===== src/core/sfp_pkg.sv =====
package sfp_pkg;
   // Register byte addresses on the APB bus
   localparam logic [11:0] SFP_DATA_OFS = 12'h000;
   localparam logic [11:0] SFP_CTRL_OFS = 12'h004;
   localparam logic [11:0] SFP_CSR_OFS  = 12'h008;
   localparam logic [11:0] SFP_ST_OFS   = 12'h00C;
   // Control register fields
   localparam int CR_IRQEN  = 7;
   localparam int CR_PEN    = 6;
   localparam int CR_HALVER = 5;
   localparam int CR_MASTER_SELECT   = 4;
   localparam int CR_CLOCK_IDLE_LEVEL   = 3;
   localparam int CR_CAPTURE_EDGE_SELECT   = 2;
   localparam logic [7:0] CR_RESET = 8'h00;
   // Control/status register fields
   localparam int CS_DONE = 7;
   localparam int CS_WRITE_COLLISION_FLAG = 6;
   localparam int CS_OVR  = 5;
   localparam int CS_MASTER_FAULT_FLAG = 4;
   localparam int CS_SOD  = 2;
   localparam int CS_SSM  = 1;
   localparam int CS_SSI  = 0;
   localparam logic [2:0] CS_SW_MASK = 3'h7;
   localparam logic [7:0] CS_RESET  = 8'h00;
   localparam int BITS_PER_BYTE = 8;
   typedef enum logic [1:0] {
      SFP_IDLE  = 2'b00,
      SFP_SHIFT = 2'b01,
      SFP_DONE  = 2'b10
   } sfp_state_t;
endpackage


===== src/core/sfp_port.sv =====
// Chosen here: the register addresses and the APB interface to the registers.
`timescale 1ns/1ns
// Notes on behaviour
// RULE_01 - As master, a low slave select sets the master fault flag.
// RULE_02 - Master fault clears port enable and master select, forcing slave operation.
// RULE_03 - Master fault clears after status read while set, then control write.
// RULE_04 - During master fault, writes setting enable or master are refused, except clearing write.
// RULE_05 - Other party holds slave select high during the fault clearing sequence.
// RULE_06 - Byte completing while done flag set sets overrun and requests interrupt.
// RULE_07 - On overrun the buffer keeps the first byte; later bytes are dropped.
// RULE_08 - Overrun flag clears when software reads the status register.
// RULE_09 - Data write during a transfer is ignored and sets write collision.
// RULE_10 - Write collision never raises an interrupt.
// RULE_11 - Write collision clears by status read then data read after a byte.
// RULE_12 - Received bytes go to a buffer separate from the shift register.
// RULE_13 - In wait state the port runs and its interrupts wake the processor.
// RULE_14 - In halt state registers hold and the port is inactive; the code freezes only a master, a slave keeps shifting.
// RULE_15 - Slave completion wakes from halt; fault and overrun do not.
// RULE_16 - Slave select must be low when halt is entered for wake.
// RULE_17 - After halt wake as slave, software runs one extra transfer.
// RULE_18 - One interrupt request for done, fault and overrun when enabled.
// RULE_19 - Port enable in bit 6 resets to zero; pins are general I/O.
// RULE_20 - Master select in bit 4 drives clock out and swaps data pins.
// RULE_21 - Bit 3 sets the serial clock idle level in both modes.
// RULE_22 - Bit 2 selects first or second clock transition as capture edge.
// RULE_23 - Master clock is CPU clock divided by rate bits, /4 to /128.
// RULE_24 - All logic runs on the CPU clock; reset restores controls and flags.
module sfp_port
   import sfp_pkg::*;
(
   input  wire logic        pclk,
   input  wire logic        presetn,
   input  wire logic        psel,
   input  wire logic        penable,
   input  wire logic        pwrite,
   input  wire logic [11:0] paddr,
   input  wire logic [31:0] pwdata,
   output logic [31:0]      prdata,
   output logic             pready,
   output logic             pslverr,
   input  wire logic        halt_mode,
   output logic             irq,
   output logic             halt_wake,
   input  wire logic        sel_n_in,
   input  wire logic        sck_in,
   output logic             sck_out,
   output logic             sck_oe_n,
   input  wire logic        mosi_in,
   output logic             mosi_out,
   output logic             mosi_oe_n,
   input  wire logic        miso_in,
   output logic             miso_out,
   output logic             miso_oe_n,
   output logic             port_active
);
   import sfp_pkg::*;

   logic [7:0]  ctrl_r, ctrl_nxt;
   logic [7:0]  csr_r, csr_nxt;
   logic [7:0]  shift_r, shift_nxt;
   logic [7:0]  rxbuf_r, rxbuf_nxt;
   logic [3:0]  bitcnt_r, bitcnt_nxt;
   logic [6:0]  div_r, div_nxt;
   logic        sck_r, sck_nxt;
   logic        sck_in_q_r;
   logic        master_fault_flag_armed_r, master_fault_flag_armed_nxt;
   logic        done_armed_r, done_armed_nxt;
   logic        write_collision_flag_armed_r, write_collision_flag_armed_nxt;
   logic        busy_r, busy_nxt;
   sfp_state_t  st_r, st_nxt;

   logic wr, rd, sel_int, master, enabled, sck_edge_int, lead, byte_done;
   logic [6:0] div_lim;

   function automatic logic [6:0] rate_limit(input logic halver_off, input logic [1:0] rs);
      logic [2:0] code;
      code = {halver_off, rs};
      case (code)
         3'b100:  rate_limit = 7'h01;
         3'b000:  rate_limit = 7'h03;
         3'b001:  rate_limit = 7'h07;
         3'b110:  rate_limit = 7'h0F;
         3'b010:  rate_limit = 7'h1F;
         3'b011:  rate_limit = 7'h3F;
         default: rate_limit = 7'h03;
      endcase
   endfunction

   assign wr      = psel && penable && pwrite;
   assign rd      = psel && penable && !pwrite;
   assign pready  = 1'b1;
   assign sel_int = csr_r[CS_SSM] ? csr_r[CS_SSI] : sel_n_in;
   assign master  = ctrl_r[CR_MASTER_SELECT];
   // Halt stops the master's own clock and freezes its shift register and bit count
   // A slave keeps following the far clock so a finished byte can end halt
   // Trade-off: slave state may move in halt, which is what makes wake possible
   assign enabled = ctrl_r[CR_PEN] && !(halt_mode && master); // [RULE_14] [RULE_15]
   assign port_active = ctrl_r[CR_PEN]; // [RULE_19]
   assign div_lim = rate_limit(ctrl_r[CR_HALVER], ctrl_r[1:0]); // [RULE_23]

   always_comb begin
      pslverr = 1'b0;
      if (psel && !(paddr == SFP_DATA_OFS || paddr == SFP_CTRL_OFS ||
                    paddr == SFP_CSR_OFS || paddr == SFP_ST_OFS)) begin
         pslverr = 1'b1;
      end
   end

   always_ff @(posedge pclk or negedge presetn) begin
      if (!presetn) begin
         sck_in_q_r <= 1'b0;
      end else begin
         sck_in_q_r <= sck_in;
      end
   end

   // Edge from own divider in master mode, from the pin in slave mode
   always_comb begin
      div_nxt      = div_r;
      sck_nxt      = sck_r;
      sck_edge_int = 1'b0;
      if (!enabled || !busy_r) begin
         div_nxt = 7'h00;
         sck_nxt = ctrl_r[CR_CLOCK_IDLE_LEVEL]; // [RULE_21]
      end else if (master) begin
         if (div_r == div_lim) begin
            div_nxt      = 7'h00;
            sck_nxt      = !sck_r;
            sck_edge_int = 1'b1;
         end else begin
            div_nxt = div_r + 7'h01;
         end
      end else begin
         sck_edge_int = (sck_in != sck_in_q_r) && !sel_int;
      end
   end

   // Capture on the leading transition when phase is 0, on the trailing one when 1
   always_comb begin
      logic cur;
      cur  = master ? sck_r : sck_in_q_r;
      lead = (cur == ctrl_r[CR_CLOCK_IDLE_LEVEL]);
      lead = ctrl_r[CR_CAPTURE_EDGE_SELECT] ? !lead : lead; // [RULE_22]
   end

   always_comb begin
      st_nxt     = st_r;
      shift_nxt  = shift_r;
      bitcnt_nxt = bitcnt_r;
      busy_nxt   = busy_r;
      byte_done  = 1'b0;
      case (st_r)
         SFP_IDLE: begin
            bitcnt_nxt = 4'h0;
            if (busy_r && enabled) begin
               st_nxt = SFP_SHIFT;
            end else if (enabled && !master && !sel_int) begin
               busy_nxt = 1'b1;
               st_nxt   = SFP_SHIFT;
            end
         end
         SFP_SHIFT: begin
            // Disable or slave deselect ends a cut frame, so a stale busy never blocks writes
            if (!ctrl_r[CR_PEN] || (!master && sel_int)) begin
               st_nxt     = SFP_IDLE;
               busy_nxt   = 1'b0;
               bitcnt_nxt = 4'h0;
            end else if (!enabled) begin
               st_nxt = SFP_SHIFT;
            end else if (sck_edge_int && lead) begin
               shift_nxt  = {shift_r[6:0], master ? miso_in : mosi_in};
               bitcnt_nxt = bitcnt_r + 4'h1;
               if (bitcnt_r == 4'(BITS_PER_BYTE - 1)) begin
                  st_nxt = SFP_DONE;
               end
            end
         end
         SFP_DONE: begin
            byte_done = 1'b1;
            busy_nxt  = 1'b0;
            st_nxt    = SFP_IDLE;
         end
         default: st_nxt = SFP_IDLE;
      endcase
      if (wr && paddr == SFP_DATA_OFS && !busy_r && enabled && !csr_r[CS_DONE]) begin
         shift_nxt = pwdata[7:0];
         busy_nxt  = master;
         st_nxt    = master ? SFP_SHIFT : st_r;
      end
   end

   always_comb begin
      logic fault;
      logic cs_rd, cr_wr, dr_rd, dr_wr;
      ctrl_nxt       = ctrl_r;
      csr_nxt        = csr_r;
      rxbuf_nxt      = rxbuf_r;
      master_fault_flag_armed_nxt = master_fault_flag_armed_r;
      done_armed_nxt = done_armed_r;
      write_collision_flag_armed_nxt = write_collision_flag_armed_r;
      cs_rd = rd && paddr == SFP_CSR_OFS;
      cr_wr = wr && paddr == SFP_CTRL_OFS;
      dr_rd = rd && paddr == SFP_DATA_OFS;
      dr_wr = wr && paddr == SFP_DATA_OFS;
      fault = master && ctrl_r[CR_PEN] && !sel_int; // [RULE_01]
      if (cs_rd && csr_r[CS_MASTER_FAULT_FLAG]) master_fault_flag_armed_nxt = 1'b1;
      if (cs_rd && csr_r[CS_DONE]) done_armed_nxt = 1'b1;
      if (cs_rd && csr_r[CS_WRITE_COLLISION_FLAG]) write_collision_flag_armed_nxt = 1'b1;
      if (cs_rd) csr_nxt[CS_OVR] = 1'b0; // [RULE_08]
      if (cr_wr) begin
         ctrl_nxt = pwdata[7:0];
         if (csr_r[CS_MASTER_FAULT_FLAG] && !master_fault_flag_armed_r) begin
            ctrl_nxt[CR_PEN]  = 1'b0; // [RULE_04]
            ctrl_nxt[CR_MASTER_SELECT] = 1'b0; // [RULE_04]
         end
         if (master_fault_flag_armed_r) begin
            csr_nxt[CS_MASTER_FAULT_FLAG] = 1'b0; // [RULE_03]
            master_fault_flag_armed_nxt   = 1'b0;
         end
      end
      if (wr && paddr == SFP_CSR_OFS) csr_nxt[2:0] = pwdata[2:0] & CS_SW_MASK;
      if ((dr_rd || dr_wr) && done_armed_r) begin
         csr_nxt[CS_DONE] = 1'b0;
         done_armed_nxt   = 1'b0;
      end
      if (dr_rd && write_collision_flag_armed_r) begin
         csr_nxt[CS_WRITE_COLLISION_FLAG] = 1'b0; // [RULE_11]
         write_collision_flag_armed_nxt   = 1'b0;
      end
      // Collision set after the clear so a new collision wins
      if (dr_wr && (busy_r || csr_r[CS_DONE])) csr_nxt[CS_WRITE_COLLISION_FLAG] = 1'b1; // [RULE_09]
      if (byte_done) begin
         if (csr_r[CS_DONE] && !(done_armed_r && (dr_rd || dr_wr))) begin
            csr_nxt[CS_OVR] = 1'b1; // [RULE_06] [RULE_07]
         end else begin
            rxbuf_nxt        = shift_r; // [RULE_12]
            csr_nxt[CS_DONE] = 1'b1;
         end
      end
      if (fault) begin
         csr_nxt[CS_MASTER_FAULT_FLAG]  = 1'b1;
         ctrl_nxt[CR_PEN]  = 1'b0; // [RULE_02]
         ctrl_nxt[CR_MASTER_SELECT] = 1'b0; // [RULE_02]
      end
   end

   always_ff @(posedge pclk or negedge presetn) begin
      if (!presetn) begin
         ctrl_r       <= CR_RESET; // [RULE_24]
         csr_r        <= CS_RESET;
         shift_r      <= 8'h00;
         rxbuf_r      <= 8'h00;
         bitcnt_r     <= 4'h0;
         div_r        <= 7'h00;
         sck_r        <= 1'b0;
         master_fault_flag_armed_r <= 1'b0;
         done_armed_r <= 1'b0;
         write_collision_flag_armed_r <= 1'b0;
         busy_r       <= 1'b0;
         st_r         <= SFP_IDLE;
      end else begin
         ctrl_r       <= ctrl_nxt;
         csr_r        <= csr_nxt;
         shift_r      <= shift_nxt;
         rxbuf_r      <= rxbuf_nxt;
         bitcnt_r     <= bitcnt_nxt;
         div_r        <= div_nxt;
         sck_r        <= sck_nxt;
         master_fault_flag_armed_r <= master_fault_flag_armed_nxt;
         done_armed_r <= done_armed_nxt;
         write_collision_flag_armed_r <= write_collision_flag_armed_nxt;
         busy_r       <= busy_nxt;
         st_r         <= st_nxt;
      end
   end

   always_comb begin
      prdata = 32'h0000_0000;
      case (paddr)
         SFP_DATA_OFS: prdata[7:0] = rxbuf_r;
         SFP_CTRL_OFS: prdata[7:0] = ctrl_r;
         SFP_CSR_OFS:  prdata[7:0] = {csr_r[7:4], 1'b0, csr_r[2:0]};
         SFP_ST_OFS:   prdata[1:0] = {halt_wake, busy_r};
         default:      prdata = 32'h0000_0000;
      endcase
   end

   // Write collision is deliberately left out of the request
   assign irq = ctrl_r[CR_IRQEN] &&
                (csr_r[CS_DONE] || csr_r[CS_MASTER_FAULT_FLAG] || csr_r[CS_OVR]); // [RULE_18] [RULE_10] [RULE_13]
   // Only transfer completion may leave halt
   assign halt_wake = ctrl_r[CR_IRQEN] && csr_r[CS_DONE] && !master; // [RULE_15]

   // Master drives clock and data out; slave drives the return line
   assign sck_out   = sck_r;
   assign sck_oe_n  = !(ctrl_r[CR_PEN] && master); // [RULE_20]
   assign mosi_out  = shift_r[7];
   assign mosi_oe_n = !(ctrl_r[CR_PEN] && master && !csr_r[CS_SOD]);
   assign miso_out  = shift_r[7];
   assign miso_oe_n = !(ctrl_r[CR_PEN] && !master && !sel_int && !csr_r[CS_SOD]);

   a_fault_drops_mode: assert property (@(posedge pclk) disable iff (!presetn)
      (master && ctrl_r[CR_PEN] && !sel_int) |=> (csr_r[CS_MASTER_FAULT_FLAG] && !ctrl_r[CR_PEN] && !ctrl_r[CR_MASTER_SELECT]))
      else $error("fault did not disable port"); // [RULE_02]
   a_fault_sets_flag: assert property (@(posedge pclk) disable iff (!presetn)
      $rose(csr_r[CS_MASTER_FAULT_FLAG]) |-> $past(master && !sel_int))
      else $error("fault flag without cause"); // [RULE_01]
   a_fault_refuse: assert property (@(posedge pclk) disable iff (!presetn)
      (csr_r[CS_MASTER_FAULT_FLAG] && !master_fault_flag_armed_r && wr && paddr == SFP_CTRL_OFS) |=> !ctrl_r[CR_PEN] && !ctrl_r[CR_MASTER_SELECT])
      else $error("enable accepted during fault"); // [RULE_04]
   a_fault_clear: assert property (@(posedge pclk) disable iff (!presetn)
      $fell(csr_r[CS_MASTER_FAULT_FLAG]) |-> $past(master_fault_flag_armed_r && wr && paddr == SFP_CTRL_OFS))
      else $error("fault flag cleared wrongly"); // [RULE_03]
   a_ovr_clear: assert property (@(posedge pclk) disable iff (!presetn)
      (rd && paddr == SFP_CSR_OFS && !byte_done) |=> !csr_r[CS_OVR])
      else $error("overrun not cleared by read"); // [RULE_08]
   a_ovr_keeps_buf: assert property (@(posedge pclk) disable iff (!presetn)
      (byte_done && csr_r[CS_DONE] && !done_armed_r) |=> (csr_r[CS_OVR] && $stable(rxbuf_r)))
      else $error("overrun lost first byte"); // [RULE_07]
   a_write_collision_flag_no_irq: assert property (@(posedge pclk) disable iff (!presetn)
      (!ctrl_r[CR_IRQEN] || !(csr_r[CS_DONE] || csr_r[CS_MASTER_FAULT_FLAG] || csr_r[CS_OVR])) |-> !irq)
      else $error("irq without event"); // [RULE_10]
   a_write_collision_flag_ignored: assert property (@(posedge pclk) disable iff (!presetn)
      (wr && paddr == SFP_DATA_OFS && busy_r && st_r == SFP_SHIFT && !sck_edge_int) |=> $stable(shift_r))
      else $error("colliding write changed shift"); // [RULE_09]
   a_halt_frozen: assert property (@(posedge pclk) disable iff (!presetn)
      (halt_mode && $past(halt_mode) && master && !psel) |=> $stable(shift_r) && $stable(bitcnt_r))
      else $error("port active in halt"); // [RULE_14]
   // Flag, interrupt, pin-enable and clock relations checked every cycle, independent of the bench
   a_done_copies_buf: assert property (@(posedge pclk) disable iff (!presetn)
      (byte_done && !csr_r[CS_DONE]) |=> (csr_r[CS_DONE] && rxbuf_r == $past(shift_r)))
      else $error("received byte not buffered"); // [RULE_12]
   a_ovr_irq: assert property (@(posedge pclk) disable iff (!presetn)
      (csr_r[CS_OVR] && ctrl_r[CR_IRQEN]) |-> irq)
      else $error("overrun without irq"); // [RULE_06]
   a_irq_gated: assert property (@(posedge pclk) disable iff (!presetn)
      !ctrl_r[CR_IRQEN] |-> !irq)
      else $error("irq while disabled"); // [RULE_18]
   a_fault_irq: assert property (@(posedge pclk) disable iff (!presetn)
      (csr_r[CS_MASTER_FAULT_FLAG] && ctrl_r[CR_IRQEN]) |-> irq)
      else $error("fault without irq"); // [RULE_18]
   a_wait_irq: assert property (@(posedge pclk) disable iff (!presetn)
      (!halt_mode && ctrl_r[CR_IRQEN] && csr_r[CS_DONE]) |-> irq)
      else $error("done without irq in run"); // [RULE_13]
   a_wake_only_done: assert property (@(posedge pclk) disable iff (!presetn)
      halt_wake |-> (csr_r[CS_DONE] && !master))
      else $error("wake without slave done"); // [RULE_15]
   a_fault_no_wake: assert property (@(posedge pclk) disable iff (!presetn)
      (csr_r[CS_MASTER_FAULT_FLAG] && !csr_r[CS_DONE]) |-> !halt_wake)
      else $error("fault woke from halt"); // [RULE_15]
   a_master_oe: assert property (@(posedge pclk) disable iff (!presetn)
      (ctrl_r[CR_PEN] && master) |-> !sck_oe_n)
      else $error("master clock not driven"); // [RULE_20]
   a_off_no_oe: assert property (@(posedge pclk) disable iff (!presetn)
      !ctrl_r[CR_PEN] |-> (sck_oe_n && mosi_oe_n && miso_oe_n))
      else $error("pins driven while disabled"); // [RULE_19]
   a_idle_level: assert property (@(posedge pclk) disable iff (!presetn)
      (!busy_r || !enabled) |=> sck_r == $past(ctrl_r[CR_CLOCK_IDLE_LEVEL]))
      else $error("clock not at idle level"); // [RULE_21]
   a_write_collision_flag_sets: assert property (@(posedge pclk) disable iff (!presetn)
      (wr && paddr == SFP_DATA_OFS && busy_r) |=> csr_r[CS_WRITE_COLLISION_FLAG])
      else $error("collision not flagged"); // [RULE_09]
   a_div_bound: assert property (@(posedge pclk) disable iff (!presetn)
      (master && busy_r) |-> div_r <= div_lim)
      else $error("divider out of range"); // [RULE_23]
   // Covers for the main traffic shapes
   c_slave_byte: cover property (@(posedge pclk) disable iff (!presetn) byte_done && !master);
   c_master_byte: cover property (@(posedge pclk) disable iff (!presetn) byte_done && master);
   c_fault: cover property (@(posedge pclk) disable iff (!presetn) $rose(csr_r[CS_MASTER_FAULT_FLAG]));
   c_overrun: cover property (@(posedge pclk) disable iff (!presetn) $rose(csr_r[CS_OVR]));
   c_wake: cover property (@(posedge pclk) disable iff (!presetn) halt_mode && halt_wake);
endmodule // sfp_port


===== config.mk =====
export PLATFORM = sky130hd
export DESIGN_NAME = sfp_port
export DESIGN_NICKNAME = d
export VERILOG_FILES = /design/src/core/sfp_pkg.sv /design/src/core/sfp_port.sv
export SDC_FILE = /design/constraint.sdc
export NUM_CORES = 1
export LEC_CHECK = 0
export BUFFER_PORTS_ARGS = -buffer_cell sky130_fd_sc_hd__buf_2
export CORE_MARGIN = 10
export CORE_UTILIZATION = 30
export DETAILED_ROUTE_END_ITERATION = 8
export HOLD_SLACK_MARGIN = 0.06
export PLACE_DENSITY_LB_ADDON = 0.12
export SYNTH_ARGS = -nofsm -noshare
export SYNTH_HDL_FRONTEND = slang
export SYNTH_SLANG_ARGS = --single-unit

===== constraint.sdc =====
create_clock -name pclk -period 2.1 [get_ports pclk]
set_clock_uncertainty 0.15 [all_clocks]
set_input_delay 0.105 -clock pclk [delete_from_list [all_inputs] [get_ports pclk]]
set_output_delay 0.105 -clock pclk [all_outputs]
set_load 0.02 [all_outputs]

==> run metrics, run 1 <==
switch share=30.1%; gr usage total=between 10% and 20%; post-synth cell types=between 50 and 60; CP max stage delay=roughly 0.52 ns; 1st-pass router iterations=5; ANT cells=0; Setup TNS Final=0 ns; fin. max-slew vios=0; Syn Inst Count=roughly 340; area of the multi-input gates=roughly 0.0018 mm²; Placed Instance Area=0.00374 mm²; IO Pins=97; Design Area, Final=0.00418 mm²; CTS tree=built; PD cells=between 400 and 500 mW/mm²; Combinational Power Share=19.1%; pre-CTS setup slack=-0.110 ns; dpl hpwl=approximately 7400 µm; Worst-Skew Late Latency=approximately 0.31 ns; Sequential cell area=roughly 0.0013 mm²; 1st-iter DRT viols=97; core box area=0.0102 mm²; top layer reached by signal wires=met4; largest net degree at the start of global routing=51; fmax=a little under 500 MHz; CTS sink count=50; die width=122 µm; WL met3=between 400 and 500 µm; crit start category=register; crit share post-route=98.9%; Net Sw Power=between 500 and 600 µW; Max Root-Sink Buffers=2; mean number of vias per cell=4.80; Worst EP required=2.19 ns; crit path kind=reg -> reg; crit path cell chain=buf_4 -> o211ai_1 -> and4bb_1 -> o211a_4 -> a21oi_4 -> or4_4 -> a21oi_2; Syn Area/Cell=slightly above 9 µm²; full die area=roughly 0.015 mm²; hold path cells=4; routed wl met2=~4600 µm; starting density of the core=between 30% and 40%; CTS clk-pin slew, worst paths=about 0.11 ns; post-synth top area cell=dfrtp_1; Non-Filler Instances=between 500 and 600; Mapped Area=around 0.0031 mm²; EDFF count, synth=0; post-synth top area share=40.2%; number of cells on the critical path=7; most common cell after layout, fill and taps aside=buf_4; WP buf/inv=1; prevailing post-synth register cell=dfrtp_1; Placement Rows=37; final worst slack=0.0234 ns; endpoints failing hold=0; vias in the first global route=2881; Critical Path Slowest Stage Cell=or4_4; Post-route DRC=0; die height=around 120 µm; CP max FO=6; RSZ-0062 raised after global routing=yes; Buffers on Ports=47; Total Power=between 1.5 and 2 mW; Seq pwr share=49.7%; clock power share=between 30% and 40%; Yosys warnings=0; commonest non-fill, non-tap cells in the layout=buf_4, dfrtp_1, buf_2; Synth area leaders=dfrtp_1, mux2_2, buf_4; Final Setup Violations=0; post-route minimum period=slightly above 2 ns; Int Power=between 1 and 1.5 mW; measured slew at the worst slew-check pin=roughly 0.68 ns; register area share after synthesis=roughly 40%; Static Leak=approximately 1.9 nW; dpl cells=between 500 and 600; Crit path arrival time=2.17 ns; CTS H-tree depth=2; flops & latches, synth=50; share of the core filled with cells=about two fifths; status=finished clean; worst hold slack=0.0731 ns; wire length per cell=16.5 µm; first-pass GRT wire length=between 15000 and 20000 µm; synth-to-layout area growth=34.1%; FILL cells=around 1000; crit end category=register; max-cap violation count=0; global placer's final weighted congestion=about 0.82; CTS Root Cell=clkbuf_8; Top Family by Delay on Critical Path=simple AND/OR/NAND/NOR gates; M1 WL=4430 µm; gr ovfl total=0; Num CTS Buffers=5; final wirelength=just under 10000 µm; maximum VDD drop=approximately 290 µV; Layout Nets=approximately 500; Async S/R FF share, synth=100%; share of layout cells above drive strength 1=between 30 and 40%; Vias=between 2000 and 3000; post-route ant nets=0; antenna violations before repair=0; hold crit path type=in -> reg; Worst slew margin=54.9%; R2R cell count=7
-- area by class of cell --
cell class | count | area share, %
clock buffers | 5 | 1.65
flip-flops and latches | 50 | 30.1
clock inverters | 3 | 0.629
repair buffers | 120 | 19.7
multi-input cells | 261 | 43.2
inverters | 7 | 0.629
well taps | 136 | 4.07
-- repair_timing --
| item | CTS | global route |
|---|---|---|
| setup endpoints to repair | 18 | 20 |
| hold buffers | 12 | 0 |
| setup buffers | 4 | 4 |
| cloned | 0 | 0 |
| gates resized for setup | 16 | 28 |
| endpoints found under the hold margin | 73 | 0 |
| pin swaps | 7 | 5 |
-- state kept, by name (all words and copies together) (netlist names), 2 cells and up --
signal    cells
ctrl_r        8
rxbuf_r       8
shift_r       8
csr_r         7
div_r         7
bitcnt_r      4
st_r          2
-- worst paths after layout --
check | start | endpoint | slack [ns]
max | ctrl_r[5] | bitcnt_r[3] | 0.02
min in group asynchronous | presetn | bitcnt_r[3] | 0.30
min | miso_in | shift_r[0] | 0.07
max in group asynchronous | presetn | ctrl_r[0] | 1.01
max reg2reg | ctrl_r[5] | bitcnt_r[3] | 0.02
min reg2reg | master_fault_flag_armed_r | master_fault_flag_armed_r | 0.35
-- cells in the mapped netlist (all sizes together) (8+ instances only) --
cell type and n:
nor3 8, nor2 28, buf 33, a31oi 8, mux2i 11, nand3 14
o21ai 22, a21oi 34, dfrtp 50, nand2 16, mux2 19
-- tightest hold or removal path, cell delays in order --
cell and delay (ns):
buf_2 0.07, mux2_2 0.14, o31ai_1 0.05, o21ai_0 0.14
-- cell families after synthesis --
logic type	after synthesis	share of synthesized area, %
flip-flops	50	40.2
AO/OA/AOI/OAI	91	17.8
other	2	0.241
adder cells (fa/ha/maj)	5	2.01
AND/OR/NAND/NOR	103	17.3
buffers and inverters	47	9.28
XOR/XNOR	5	1.41
multiplexers	32	11.9
-- per-layer routing --
layer  up-vias  global-route usage (%)
met2        68                    20.8
met4         0                    3.28
met1      1347                    16.7
met3         6                    2.50
li1       1372                       -
met5         -                       0
-- power groups by stage --
stage	clock network [mW]	registers, mW	logic [mW]
final	0.616	0.983	0.378
after global routing	0.678	0.984	0.420
after CTS	0.651	0.983	0.356
after detailed placement	0	1.00	0.329
after global placement	0	1.00	0.328
after floorplan	0	1.00	0.247
Power figures use the tool's default switching activity.
==> inputs of run 2 (changes only) <==
--- a/config.mk
+++ b/config.mk
@@ -11,6 +11,7 @@
 export DETAILED_ROUTE_END_ITERATION = 8
 export HOLD_SLACK_MARGIN = 0.06
 export PLACE_DENSITY_LB_ADDON = 0.12
+export RECOVER_POWER = 100
 export SYNTH_ARGS = -nofsm -noshare
 export SYNTH_HDL_FRONTEND = slang
 export SYNTH_SLANG_ARGS = --single-unit
==> run 2 against run 1 <==
Via count grew 0.25%. Clock power shrank 0.6%. Critical path depth is the same. Cell count is the same. Wire length grew 0.36%. Non-clock buffer count is the same. Fmax is essentially flat. Sequential power is essentially flat. Die area is the same. Clock-buffer cell count is the same. Hold slack gained 0.0029 ns. Critical path type unchanged. Highest routed layer unchanged.
==> run metrics, run 2 (synthesis gave the netlist of run 1 again) <==
share of the core filled with cells=around 40%; die height=122 µm; Static Leak=1.84 nW; Worst-Skew Late Latency=between 0.3 and 0.4 ns; WP buf/inv=1; Layout Nets=a little over 500; FILL cells=between 1000 and 1500; Crit path arrival time=2.17 ns; Design Area, Final=around 0.0041 mm²; 1st-iter DRT viols=around 90; PD cells=between 400 and 500 mW/mm²; crit path cell chain=buf_4 -> o211ai_1 -> and4bb_1 -> o211a_4 -> a21oi_4 -> or4_4 -> a21oi_2; CTS H-tree depth=2; Top Family by Delay on Critical Path=simple AND/OR/NAND/NOR gates; largest net degree at the start of global routing=51; gr usage total=12.7%; dpl hpwl=between 7000 and 8000 µm; most common cell after layout, fill and taps aside=buf_4; full die area=roughly 0.015 mm²; status=finished clean; Placed Instance Area=between 0.003 and 0.004 mm²; CTS tree=built; crit start category=register; Placement Rows=37; Critical Path Slowest Stage Cell=or4_4; global placer's final weighted congestion=around 0.82; crit end category=register; commonest non-fill, non-tap cells in the layout=buf_4, dfrtp_1, buf_2; endpoints failing hold=0; measured slew at the worst slew-check pin=between 1 and 1.5 ns; max-cap violation count=0; biggest regs=ctrl_r: 8 flops, rxbuf_r: 8 flops, shift_r: 8 flops; antenna violations before repair=0; CTS sink count=50; Max Root-Sink Buffers=2; Worst slew margin=a little under an eighth; CTS Root Cell=clkbuf_8; die width=around 120 µm; starting density of the core=30.4%; IO Pins=97; maximum VDD drop=~290 µV; Setup TNS Final=0 ns; Final Setup Violations=0; mean number of vias per cell=between 4 and 5; share of layout cells above drive strength 1=roughly 34%; CTS clk-pin slew, worst paths=0.11 ns; RSZ-0062 raised after global routing=yes; gr ovfl total=0; worst hold slack=~0.076 ns; 1st-pass router iterations=4; synth-to-layout area growth=32.5%; CP max FO=6; Num CTS Buffers=5; CP max stage delay=approximately 0.52 ns; hold crit path type=in -> reg; crit path kind=reg -> reg; post-route ant nets=0; vias in the first global route=~2900; Buffers on Ports=47; Post-route DRC=0; Vias=2800; fmax=between 400 and 500 MHz; final wirelength=9640 µm; core box area=~0.01 mm²; Worst EP required=between 2 and 2.5 ns; fin. max-slew vios=0; ANT cells=0; crit share post-route=between 90% and 100%; post-route minimum period=just over 2 ns; wire length per cell=around 17 µm; first-pass GRT wire length=about 15000 µm
[run 2: cell types whose count changed in the layout (fill, tap and decap cells not counted), moves of 2 or more]
cell,before,now
clkbuf_1,0,20
buf_2,46,31
nor3_2,3,1
buf_4,60,53
nor3_1,5,7
[run 2: metrics by stage]
step                      cells  total power [mW]  worst slack [ns]
after floorplan             358              1.25            0.0790
final                       582              1.97            0.0251
after CTS                   578              1.99            0.0123
after global placement      554              1.33           -0.0832
after global routing        582              2.08           -0.0582
after detailed placement    554              1.33            -0.110
[run 2: cell type report]
| cell class | instances | area [µm²] | area share (%) |
|---|---|---|---|
| tap | 136 | 170 | 4.12 |
| clock inverter | 3 | 26.3 | 0.637 |
| inverter | 7 | 26.3 | 0.637 |
| sequential | 50 | 1260 | 30.4 |
| multi-input combinational | 261 | 1800 | 43.5 |
| clock buffer | 5 | 68.8 | 1.67 |
| timing repair buffer | 120 | 783 | 19.0 |
[run 2: layer usage]
layer,global-route usage [%],vias to the layer above,routed length (µm)
met2,20.8,65,4650
li1,-,1375,-
met1,16.7,1354,4420
met3,2.50,6,477
met4,3.28,0,87
met5,0,-,0
[run 2: worst reg2reg max path, stage by stage, from the launching register on]
cell and delay, ns:
dfrtp_2 0.45, buf_4 0.15, o211ai_1 0.08, and4bb_1 0.25, o211a_4 0.18, a21oi_4 0.09, or4_4 0.52, a21oi_2 0.14
[run 2: path summary, 6_finish.rpt]
kind	endpoint	start	depth (start not counted)	slack, ns
setup / recovery	bitcnt_r[3]	ctrl_r[5]	7	0.03
hold / removal	shift_r[0]	miso_in	4	0.08
setup reg to reg	bitcnt_r[3]	ctrl_r[5]	7	0.03
hold reg to reg	master_fault_flag_armed_r	master_fault_flag_armed_r	1	0.36
max in group asynchronous	ctrl_r[0]	presetn	3	0.35
min in group asynchronous	bitcnt_r[3]	presetn	3	0.56
[run 2: what timing repair did]
action | CTS | global route
buffers inserted | 4 | 4
pin swaps | 7 | 5
hold buffers | 12 | 0
setup endpoints to repair | 18 | 20
endpoints found under the hold margin | 73 | 0
gates cloned | 0 | 0
gates resized for setup | 16 | 28
[run 2: where the power goes]
group | switching (mW) | total, mW | internal, mW | leakage, nW
sequential | 0.00841 | 0.983 | 0.975 | 0.681
combinational | 0.217 | 0.376 | 0.160 | 1.11
clock | 0.366 | 0.612 | 0.246 | 0.0491
total | 0.591 | 1.97 | 1.38 | 1.84
